===== src/pmmu_probe_pkg.sv =====
// constants, field positions and types for the probe / condition-set unit
// assumes a 32-bit bus slave at 100 MHz; all registers one aligned word
package pmmu_probe_pkg;

  // ----------------------------------------------------------------
  // register byte offsets
  // ----------------------------------------------------------------
  localparam logic [7:0] off_ctrl = 8'h00;
  localparam logic [7:0] off_status = 8'h04;
  localparam logic [7:0] off_cmd = 8'h08;
  localparam logic [7:0] off_operand = 8'h0c;
  localparam logic [7:0] off_laddr = 8'h10;
  localparam logic [7:0] off_result = 8'h14;
  localparam logic [7:0] off_daddr = 8'h18;
  localparam logic [2:0] hsize_word = 3'h2;

  // ----------------------------------------------------------------
  // control register fields and reset values
  // ----------------------------------------------------------------
  localparam int ctl_enable = 0;
  localparam int ctl_root_lo = 1;
  localparam int ctl_cal_lo = 4;
  localparam logic [7:0] ctrl_reset = 8'h00;
  localparam logic [15:0] status_reset = 16'h0000;

  // ----------------------------------------------------------------
  // status register bit positions
  // ----------------------------------------------------------------
  localparam int sb_b = 15;
  localparam int sb_l = 14;
  localparam int sb_s = 13;
  localparam int sb_a = 11;
  localparam int sb_w = 10;
  localparam int sb_i = 9;
  localparam int sb_m = 7;
  localparam int sb_g = 5;
  localparam int sb_c = 4;

  // ----------------------------------------------------------------
  // command word fields, result fields, codes
  // ----------------------------------------------------------------
  localparam int cmd_probe = 8;
  localparam int cmd_super = 9;
  localparam int res_done = 8;
  localparam int res_busy = 9;
  localparam int res_illop = 10;
  localparam int res_priv = 11;
  localparam int res_fline = 12;
  localparam int res_ea_rej = 13;
  localparam int res_ret = 14;
  localparam int res_cbad = 21;
  localparam logic [7:0] vec_illegal = 8'h39;
  localparam logic [1:0] dt_invalid = 2'h0;
  localparam logic [1:0] dt_page = 2'h1;

  typedef enum logic [2:0] {
    st_idle = 3'b001,
    st_cache = 3'b010,
    st_walk = 3'b100
  } state_t;

endpackage


===== src/unit_condition_eval.sv =====
// selects one status flag by a six-bit condition code
// assumes status comes from the probe unit's own register
`timescale 1ns/1ps
module unit_condition_eval import pmmu_probe_pkg::*; (
  // status flags and selector
  input wire logic [15:0] status,
  input wire logic [5:0] cond,
  // answer
  output logic truth,
  output logic bad
);

  logic [7:0] flags;

  // ------------------------------------------------------------
  // flag table, even code tests set, odd code tests clear
  // ------------------------------------------------------------
  assign flags = {status[sb_c], status[sb_g], status[sb_i], status[sb_w],
                  status[sb_a], status[sb_s], status[sb_l], status[sb_b]};
  assign bad = (cond[5:4] != 2'h0);
  assign truth = !bad && (flags[cond[3:1]] ^ cond[0]);

endmodule


===== src/walk_flag_merge.sv =====
// folds one fetched descriptor into the accumulated status flags
// assumes descriptor fields are valid only while the fetch is acknowledged
`timescale 1ns/1ps
module walk_flag_merge import pmmu_probe_pkg::*; (
  // accumulated flags and probe parameters
  input wire logic [15:0] acc,
  input wire logic rd_probe,
  input wire logic fc_super,
  input wire logic [2:0] cal,
  // descriptor just fetched
  input wire logic bus_fault_marker,
  input wire logic is_long,
  input wire logic limit,
  input wire logic super_only,
  input wire logic [2:0] read_access_level_field,
  input wire logic [2:0] write_access_level_field,
  input wire logic wp,
  input wire logic is_page,
  input wire logic dm,
  input wire logic dg,
  input wire logic shared,
  // merged flags
  output logic [15:0] merged
);

  logic ok;
  logic rd_deny;
  logic wr_deny;

  // ------------------------------------------------------------
  // access level compare, larger level means less privilege
  // ------------------------------------------------------------
  assign ok = !bus_fault_marker;
  assign rd_deny = ok && is_long && (cal > read_access_level_field);
  assign wr_deny = ok && is_long && (cal > write_access_level_field);

  // flags accumulate except sb_m and sb_g, which a page descriptor overwrites
  always_comb begin
    merged = acc;
    merged[sb_b] = acc[sb_b] | bus_fault_marker;
    merged[sb_l] = acc[sb_l] | (ok && is_long && limit);
    merged[sb_s] = acc[sb_s] | (ok && is_long && super_only && !fc_super);
    merged[sb_a] = acc[sb_a] | rd_deny | (!rd_probe && wr_deny);
    merged[sb_w] = acc[sb_w] | (ok && wp) | wr_deny;
    merged[sb_c] = acc[sb_c] | (ok && shared);
    if (ok && is_page) begin
      merged[sb_m] = dm;
      merged[sb_g] = dg;
    end
  end

endmodule


===== src/mmu_probe_and_condition_set.sv =====
// paged unit: condition-set byte and address probe, AHB-Lite register slave
// assumes translation cache and descriptor fetch logic sit on the same clock
//
// Behaviour
// condition-set writes all ones if condition true, all zeros if false
// six-bit selector: even code tests flag set, next odd code tests clear
// condition-set accepts only data alterable modes; others rejected
// probe only in supervisor state, else privilege trap; fills status
// translation disabled: probe raises illegal-operation, vector 39
// function code from immediate, data register, source or destination fc
// fc field: 1DDDD immediate, 01RRR data reg, 00000 source, 00001 dest
// level zero searches cache only; one to seven bound the walk
// read/write bit picks which access levels set the access flag
// probe walk never alters used or modified descriptor bits
// return address of last clean descriptor; zero for page root pointer
// walk stops at level or invalid, limit, bus error; flags accumulate
// return field: leading zero none, leading one names address register
// level zero with nonzero return field gives F-line exception
// bus-error flag from descriptor fetch or faulty cache entry
// limit flag when a long descriptor limit is exceeded
// supervisor flag when supervisor-only and fc bit 2 clear
// access flag on read level deny, or either level on write probe
// write-protect flag on any wp bit or write level deny
// invalid flag without valid translation; shared flag when shared
// modified and gate flags from cache hit or reached page descriptor
// level count holds levels searched; zero for level zero or page root
// condition-set leaves status alone and reads current flags
//
// Chosen here: the AHB-Lite interface to the registers and the address map.
`timescale 1ns/1ps
module mmu_probe_and_condition_set import pmmu_probe_pkg::*; (
  // clock, reset, enable
  input wire logic hclk,
  input wire logic hresetn,
  input wire logic ce,
  // AHB-Lite slave
  input wire logic hsel,
  input wire logic [31:0] haddr,
  input wire logic [1:0] htrans,
  input wire logic hwrite,
  input wire logic [2:0] hsize,
  input wire logic [31:0] hwdata,
  input wire logic hready,
  output logic [31:0] hrdata,
  output logic hreadyout,
  output logic hresp,
  // translation cache lookup
  output logic cache_req,
  output logic [3:0] cache_fc,
  output logic [31:0] cache_laddr,
  input wire logic cache_ack,
  input wire logic cache_hit,
  input wire logic cache_bus_fault_marker,
  input wire logic cache_wp,
  input wire logic cache_m,
  input wire logic cache_g,
  input wire logic cache_shared,
  // descriptor fetch, read only
  output logic walk_req,
  output logic [2:0] walk_level,
  input wire logic desc_ack,
  input wire logic desc_bus_fault_marker,
  input wire logic [1:0] desc_type,
  input wire logic desc_long,
  input wire logic desc_limit,
  input wire logic desc_super,
  input wire logic [2:0] desc_ral,
  input wire logic [2:0] desc_wal,
  input wire logic desc_wp,
  input wire logic desc_m,
  input wire logic desc_g,
  input wire logic desc_shared,
  input wire logic [31:0] desc_addr
);

  // ------------------------------------------------------------
  // declarations
  // ------------------------------------------------------------
  logic addr_ph;
  logic bwr_r, bwr_nxt;
  logic [7:0] baddr_r, baddr_nxt;
  logic [31:0] hrdata_r, hrdata_nxt;
  logic [31:0] rd_mux;
  state_t state_r, state_nxt;
  logic [7:0] ctrl_r, ctrl_nxt;
  logic [15:0] status_r, status_nxt;
  logic [15:0] operand_r, operand_nxt;
  logic [31:0] laddr_r, laddr_nxt;
  logic [31:0] result_r, result_nxt;
  logic [31:0] daddr_r, daddr_nxt;
  logic [3:0] fc_r, fc_nxt;
  logic [2:0] level_r, level_nxt;
  logic [2:0] cnt_r, cnt_nxt;
  logic rw_r, rw_nxt;
  logic wr_cmd;
  logic cs_go;
  logic pr_go;
  logic [15:0] ext;
  logic [5:0] ea;
  logic ea_ok;
  logic fc_ok;
  logic [3:0] fc_sel;
  logic cond_true;
  logic cond_bad;
  logic [15:0] merged;
  logic [2:0] cnt1;
  logic stop;

  // ------------------------------------------------------------
  // bus address phase capture, zero wait while ce high, always OKAY
  // ------------------------------------------------------------
  assign addr_ph = hsel && htrans[1] && hready && (hsize == hsize_word);
  assign hreadyout = ce;
  assign hresp = 1'b0;
  assign hrdata = hrdata_r;

  // read data chosen in address phase, unmapped reads zero
  always_comb begin
    rd_mux = 32'h0;
    if (haddr[31:8] == 24'h0) begin
      unique case (haddr[7:0])
        off_ctrl: rd_mux = {24'h0, ctrl_r};
        off_status: rd_mux = {16'h0, status_r};
        off_operand: rd_mux = {16'h0, operand_r};
        off_laddr: rd_mux = laddr_r;
        off_result: rd_mux = {result_r[31:10], state_r != st_idle, result_r[8:0]};
        off_daddr: rd_mux = daddr_r;
        default: rd_mux = 32'h0;
      endcase
    end
  end

  // next bus state
  always_comb begin
    bwr_nxt = addr_ph && hwrite;
    baddr_nxt = addr_ph ? haddr[7:0] : baddr_r;
    hrdata_nxt = (addr_ph && !hwrite) ? rd_mux : hrdata_r;
  end

  always_ff @(posedge hclk or negedge hresetn) begin
    if (!hresetn) begin
      bwr_r <= 1'b0;
      baddr_r <= 8'h00;
      hrdata_r <= 32'h0;
    end else if (ce) begin
      bwr_r <= bwr_nxt;
      baddr_r <= baddr_nxt;
      hrdata_r <= hrdata_nxt;
    end
  end

  // ------------------------------------------------------------
  // command decode in the write data phase
  // ------------------------------------------------------------
  assign wr_cmd = bwr_r && (baddr_r == off_cmd);
  assign ext = hwdata[31:16];
  assign ea = hwdata[5:0];
  assign cs_go = wr_cmd && !hwdata[cmd_probe] && (state_r == st_idle);
  assign pr_go = wr_cmd && hwdata[cmd_probe] && (state_r == st_idle);

  // data alterable destinations only
  always_comb begin
    unique case (ea[5:3])
      3'h1: ea_ok = 1'b0;
      3'h7: ea_ok = (ea[2:1] == 2'h0);
      default: ea_ok = 1'b1;
    endcase
  end

  // function code source
  always_comb begin
    fc_ok = 1'b1;
    fc_sel = 4'h0;
    if (ext[4]) begin
      fc_sel = ext[3:0];
    end else if (ext[3]) begin
      fc_sel = operand_r[3:0];
    end else if (ext[2:0] == 3'h0) begin
      fc_sel = {1'b0, operand_r[6:4]};
    end else if (ext[2:0] == 3'h1) begin
      fc_sel = {1'b0, operand_r[10:8]};
    end else begin
      fc_ok = 1'b0;
    end
  end

  unit_condition_eval u_cond (
    .status(status_r),
    .cond(ext[5:0]),
    .truth(cond_true),
    .bad(cond_bad)
  );

  walk_flag_merge u_merge (
    .acc(status_r),
    .rd_probe(rw_r),
    .fc_super(fc_r[2]),
    .cal(ctrl_r[ctl_cal_lo +: 3]),
    .bus_fault_marker(desc_bus_fault_marker),
    .is_long(desc_long),
    .limit(desc_limit),
    .super_only(desc_super),
    .read_access_level_field(desc_ral),
    .write_access_level_field(desc_wal),
    .wp(desc_wp),
    .is_page(desc_type == dt_page),
    .dm(desc_m),
    .dg(desc_g),
    .shared(desc_shared),
    .merged(merged)
  );

  // ------------------------------------------------------------
  // probe engine and register file
  // ------------------------------------------------------------
  assign cache_req = (state_r == st_cache);
  assign walk_req = (state_r == st_walk);
  assign cache_fc = fc_r;
  assign cache_laddr = laddr_r;
  assign walk_level = cnt_r;
  assign cnt1 = cnt_r + 3'h1;
  assign stop = desc_bus_fault_marker || (desc_type == dt_invalid) || desc_limit
                || (desc_type == dt_page) || (cnt1 == level_r);

  // next values of engine and software registers
  always_comb begin
    state_nxt = state_r;
    ctrl_nxt = ctrl_r;
    status_nxt = status_r;
    operand_nxt = operand_r;
    laddr_nxt = laddr_r;
    result_nxt = result_r;
    daddr_nxt = daddr_r;
    fc_nxt = fc_r;
    level_nxt = level_r;
    cnt_nxt = cnt_r;
    rw_nxt = rw_r;
    if (bwr_r && baddr_r == off_ctrl) ctrl_nxt = hwdata[7:0];
    if (bwr_r && baddr_r == off_status) status_nxt = hwdata[15:0];
    if (bwr_r && baddr_r == off_operand) operand_nxt = hwdata[15:0];
    if (bwr_r && baddr_r == off_laddr) laddr_nxt = hwdata;
    if (cs_go) begin
      result_nxt = 32'h0;
      result_nxt[res_done] = 1'b1;
      result_nxt[res_cbad] = cond_bad;
      if (!ea_ok) begin
        result_nxt[res_ea_rej] = 1'b1;
      end else begin
        result_nxt[7:0] = cond_true ? 8'hff : 8'h00;
      end
    end
    if (pr_go) begin
      result_nxt = 32'h0;
      result_nxt[res_ret] = ext[8];
      result_nxt[17:15] = ext[7:5];
      result_nxt[20:18] = ext[2:0];
      fc_nxt = fc_sel;
      level_nxt = ext[12:10];
      rw_nxt = ext[9];
      cnt_nxt = 3'h0;
      if (!hwdata[cmd_super]) begin
        result_nxt[res_priv] = 1'b1;
        result_nxt[res_done] = 1'b1;
      end else if (!ctrl_r[ctl_enable]) begin
        result_nxt[res_illop] = 1'b1;
        result_nxt[31:24] = vec_illegal;
        result_nxt[res_done] = 1'b1;
      end else if (!fc_ok || (ext[12:10] == 3'h0 && ext[8:5] != 4'h0)) begin
        result_nxt[res_fline] = 1'b1;
        result_nxt[res_done] = 1'b1;
      end else begin
        status_nxt = status_reset;
        daddr_nxt = 32'h0;
        if (ext[12:10] == 3'h0) begin
          state_nxt = st_cache;
        end else if (ctrl_r[ctl_root_lo +: 2] == dt_page) begin
          result_nxt[res_done] = 1'b1;
        end else begin
          state_nxt = st_walk;
        end
      end
    end
    unique case (state_r)
      st_cache: begin
        if (cache_ack) begin
          status_nxt = status_reset;
          status_nxt[sb_b] = cache_hit && cache_bus_fault_marker;
          status_nxt[sb_w] = cache_hit && cache_wp;
          status_nxt[sb_m] = cache_hit && cache_m;
          status_nxt[sb_g] = cache_hit && cache_g;
          status_nxt[sb_c] = cache_hit && cache_shared;
          status_nxt[sb_i] = !cache_hit || cache_bus_fault_marker;
          result_nxt[res_done] = 1'b1;
          state_nxt = st_idle;
        end
      end
      st_walk: begin
        if (desc_ack) begin
          status_nxt = merged;
          status_nxt[2:0] = cnt1;
          cnt_nxt = cnt1;
          if (!desc_bus_fault_marker) daddr_nxt = desc_addr;
          if (stop) begin
            status_nxt[sb_i] = (desc_type != dt_page) || desc_bus_fault_marker || desc_limit;
            result_nxt[res_done] = 1'b1;
            state_nxt = st_idle;
          end
        end
      end
      default: begin
      end
    endcase
  end

  always_ff @(posedge hclk or negedge hresetn) begin
    if (!hresetn) begin
      state_r <= st_idle;
      ctrl_r <= ctrl_reset;
      status_r <= status_reset;
      operand_r <= 16'h0;
      laddr_r <= 32'h0;
      result_r <= 32'h0;
      daddr_r <= 32'h0;
      fc_r <= 4'h0;
      level_r <= 3'h0;
      cnt_r <= 3'h0;
      rw_r <= 1'b0;
    end else if (ce) begin
      state_r <= state_nxt;
      ctrl_r <= ctrl_nxt;
      status_r <= status_nxt;
      operand_r <= operand_nxt;
      laddr_r <= laddr_nxt;
      result_r <= result_nxt;
      daddr_r <= daddr_nxt;
      fc_r <= fc_nxt;
      level_r <= level_nxt;
      cnt_r <= cnt_nxt;
      rw_r <= rw_nxt;
    end
  end

  // ------------------------------------------------------------
  // checks
  // ------------------------------------------------------------
  cond_byte_a: assert property (@(posedge hclk) disable iff (!hresetn)
    (ce && cs_go && ea_ok) |=> result_r[7:0] == ($past(cond_true) ? 8'hff : 8'h00))
    else $error("condition byte wrong");
  status_hold_a: assert property (@(posedge hclk) disable iff (!hresetn)
    (ce && cs_go && !(bwr_r && baddr_r == off_status)) |=> $stable(status_r))
    else $error("condition-set changed status");
  illegal_vec_a: assert property (@(posedge hclk) disable iff (!hresetn)
    (ce && pr_go && hwdata[cmd_super] && !ctrl_r[ctl_enable])
    |=> result_r[31:24] == vec_illegal && state_r == st_idle)
    else $error("disabled probe not refused");
  priv_trap_a: assert property (@(posedge hclk) disable iff (!hresetn)
    (ce && pr_go && !hwdata[cmd_super]) |=> result_r[res_priv] && !walk_req && !cache_req)
    else $error("user probe not trapped");
  fline_lvl0_a: assert property (@(posedge hclk) disable iff (!hresetn)
    (ce && pr_go && hwdata[cmd_super] && ctrl_r[ctl_enable] && ext[12:10] == 3'h0
     && ext[8:5] != 4'h0) |=> result_r[res_fline] && state_r == st_idle)
    else $error("bad return field accepted");
  walk_bound_a: assert property (@(posedge hclk) disable iff (!hresetn)
    walk_req |-> cnt_r < level_r)
    else $error("walk beyond level");
  n_zero_a: assert property (@(posedge hclk) disable iff (!hresetn)
    (ce && cache_req && cache_ack) |=> status_r[2:0] == 3'h0 && !cache_req)
    else $error("cache probe level count");
  walk_hold_a: assert property (@(posedge hclk) disable iff (!hresetn)
    (walk_req && !(ce && desc_ack)) |=> walk_req && $stable(walk_level))
    else $error("walk request dropped");

endmodule


===== config.mk =====
export PLATFORM = sky130hd
export DESIGN_NAME = mmu_probe_and_condition_set
export DESIGN_NICKNAME = d
export VERILOG_FILES = /design/src/pmmu_probe_pkg.sv /design/src/unit_condition_eval.sv /design/src/walk_flag_merge.sv /design/src/mmu_probe_and_condition_set.sv
export SDC_FILE = /design/constraint.sdc
export NUM_CORES = 1
export LEC_CHECK = 0
export ABC_CLOCK_PERIOD_IN_PS = 2700
export BUFFER_PORTS_ARGS = -buffer_cell sky130_fd_sc_hd__buf_2
export CAP_MARGIN = 10
export CORE_AREA = 2 2 140 142
export DETAILED_ROUTE_END_ITERATION = 10
export DIE_AREA = 0 0 142 144
export GPL_TIMING_DRIVEN = 0
export HOLD_SLACK_MARGIN = 0.06
export PLACE_DENSITY = 0.77
export SETUP_SLACK_MARGIN = 0.05
export SLEW_MARGIN = 10
export SYNTH_ARGS = -nofsm -noshare
export SYNTH_HDL_FRONTEND = slang
export SYNTH_SLANG_ARGS = --single-unit

===== constraint.sdc =====
create_clock -name hclk -period 2.7 [get_ports hclk]
set_input_delay 0.54 -clock hclk [delete_from_list [all_inputs] [get_ports hclk]]
set_output_delay 0.54 -clock hclk [all_outputs]
set_load 0.005 [all_outputs]

==> results.json <==
{
  "grt_overflow": 0,
  "fp.dieH_um": 144,
  "worstRegToRegCells": 6,
  "boundaryPins": 206,
  "power_mw": 5.534,
  "max-slew-margin-rel": 0.2598,
  "rsz0062_at_grt": "no",
  "grt_pass1_vias": 6996,
  "hold_class": "primary input to async pin",
  "critPathKind": "register to register",
  "maxCapViolCount": 0,
  "nets": 1088,
  "numCtsBuffers": 17,
  "grt_pass1_wl_mm": 38.92,
  "internal_power_mw": 4.245,
  "placed_cell_area_um2": 9658,
  "skew_ns": 0.006595,
  "register_area_um2": 4330,
  "ys_async_sr_fraction": 1.000,
  "antenna-diode-count": 0,
  "critPathLaunchType": "register",
  "ant_nets": 0,
  "area_growth_pct": 23.01,
  "dieArea_um2": 20450,
  "synth_edf_count": 0,
  "core_um2": 19080,
  "p_switching_mw": 1.289,
  "h-tree-depth": 4,
  "numPortBuffers": 198,
  "wl_per_cell_um": 21.42,
  "final_cells": 1201,
  "status": "finished clean",
  "critical_path_arrival_ns": 2.83,
  "cts_sinks": 173,
  "clockPowerShare": 0.431,
  "grt_usage": 0.2520,
  "hold-worst-slack_ns": 0.07609,
  "first_pass_iters": 9,
  "postCtsHoldBufs": 0,
  "ys_types": 76,
  "peakVddDrop_v": 0.0004551,
  "clock_latency_ns": 0.43,
  "vias_per_cell": 6.000,
  "pre_cts_ws_ns": -0.3486,
  "die_w_um": 142,
  "final_hold_viol_count": 0,
  "wirelength_mm": 25.72,
  "syn_area_per_cell_um2": 11.38,
  "p_leak_nw": 5.026,
  "end_kind": "register",
  "placed_cells": 1169,
  "setup_ws_ns": 0.1572,
  "setup_tns_ns": 0,
  "syn_nets": 870,
  "synth-seq-cells": 173,
  "switching_share": 0.2330,
  "dr.first_iter.drc_count": 894,
  "rows": 51,
  "multi_input_area_um2": 3729,
  "cts_tree": "done",
  "crit_required_ns": 2.98,
  "post-route-period-util": 0.9418,
  "root_buffer": "clkbuf_16",
  "fmax_mhz": 393.3,
  "crit_path_max_fanout": 10,
  "final.fill_count": 1633,
  "min_period_ns": 2.543,
  "synth_cells": 732,
  "p_seq_frac": 0.490,
  "vias": 7206,
  "final_util": 0.5372,
  "cts.clk_slew.worst_paths_ns": 0.06,
  "gp_congestion": 0.9343,
  "drc": 0,
  "p_comb_frac": 0.079,
  "setup_viol_count_final": 0,
  "start_util": 0.4367,
  "cts.path.max_buffers": 2,
  "fin_area_um2": 10250,
  "hpwlAfterDp_mm": 19.22,
  "tightest_slew_ns": 1.101,
  "syn_area_um2": 8332,
  "antenna_found_initial": 0,
  "drive_gt1_frac": 0.3697,
  "grt_max_degree": 96,
  "synthFlopType": "dfrtp_1",
  "powerDensity_nw_per_um2": 540.0,
  "yosysWarningCount": 0,
  "ys_seq_area_frac": 0.5197,
  "slew_viol_final": 0
}
final cells by class:
cell class / count / area share
clock inverters: 7 / 0.008546
flip-flops and latches: 173 / 0.4225
clock buffers: 25 / 0.04639
inverters: 13 / 0.004761
well taps: 238 / 0.02906
multi-input cells: 495 / 0.3638
repair buffers: 199 / 0.1004
plain buffers: 51 / 0.02454
metal layers:
metal	part of all wire	global-route usage
met1	0.42	0.3416
met3	0.082	0.05430
met5	0	0
met4	0.033	0.1000
met2	0.47	0.3977
synth_stat cells (all sizes together) (10+ instances only):
cell	count	area, um^2
a21oi	16	80.08
a22o	44	385.4
a22oi	14	105.1
a32oi	17	148.9
buf	26	153.9
clkbuf	25	95.09
dfrtp	172	4304
inv	13	48.79
mux2	66	743.2
mux2i	10	100.1
nand2	82	307.8
nor2	20	75.07
nor4	10	96.35
o21ai	61	380.4
power by group through the flow:
stage	Combinational (mW)	Sequential, mW	Clock [mW]
after floorplan	0.192	2.73	0
after global placement	0.417	2.75	0
after detailed placement	0.432	2.76	0
after CTS	0.435	2.71	2.40
after global routing	0.482	2.72	2.52
final	0.437	2.71	2.38
sequential cells by signal (all words and copies together) (netlist names):
| signal | cells |
|---|---|
| cache_laddr | 32 |
| status_r | 16 |
| daddr_r | 32 |
| hrdata | 32 |
| level_r | 3 |
| ctrl_r | 8 |
| baddr_r | 8 |
| cache_fc | 4 |
| walk_level | 3 |
| operand_r | 16 |
| bwr_r | 1 |
| state_r | 3 |
| rw_r | 1 |
| result_r | 14 |
cells in the final DEF, fill, tap and decap left out, types with 9 or more instances in the layout:
cell type / n
clkbuf_16: 17
mux2i_1: 10
inv_1: 12
o21ai_0: 28
o21ai_1: 13
nand2_1: 82
buf_2: 212
mux2_2: 66
nor2_1: 19
a21oi_1: 15
dfrtp_1: 172
and4_1: 9
o21ai_2: 20
a22oi_1: 14
a22o_1: 44
a32oi_1: 17
clkbuf_1: 28
timing repair:
| item | in CTS | in global routing |
|---|---|---|
| resized for setup | 2 | 7 |
| endpoints found under the setup margin | 33 | 19 |
| setup buffers | 0 | 0 |
| endpoints found under the hold margin | 0 | 0 |
final timing paths:
check | from | end | slack [ns]
setup / recovery | baddr_r[5] | result_r[16] | 0.16
max in group asynchronous | hresetn | state_r[0] | 1.72
hold reg to reg | hrdata[21] | hrdata[21] | 0.47
setup reg to reg | baddr_r[5] | result_r[16] | 0.16
hold / removal | hresetn | hrdata[4] | 0.08
min in group hclk | hwdata[25] | rw_r | 0.32
cell families (layout without fill, tap and decap cells):
family / after synthesis / in the layout / synth area share
fa+ha+maj: 7 / 7 / 0.01051
flops: 173 / 173 / 0.5197
other cells: 1 / 1 / 0.0004501
simple gates: 187 / 187 / 0.1216
buf+inv: 64 / 295 / 0.03574
mux: 78 / 78 / 0.1066
compound gates: 215 / 215 / 0.1961
xor+xnor: 7 / 7 / 0.009160
critical path, cell delays in order, from the launching register on:
cell	delay [ns]
dfrtp_1	0.39
or4b_1	0.69
nor4_2	0.48
nand2_1	0.29
clkbuf_1	0.29
nand2_1	0.13
o21ai_0	0.11
Power figures use the tool's default switching activity.
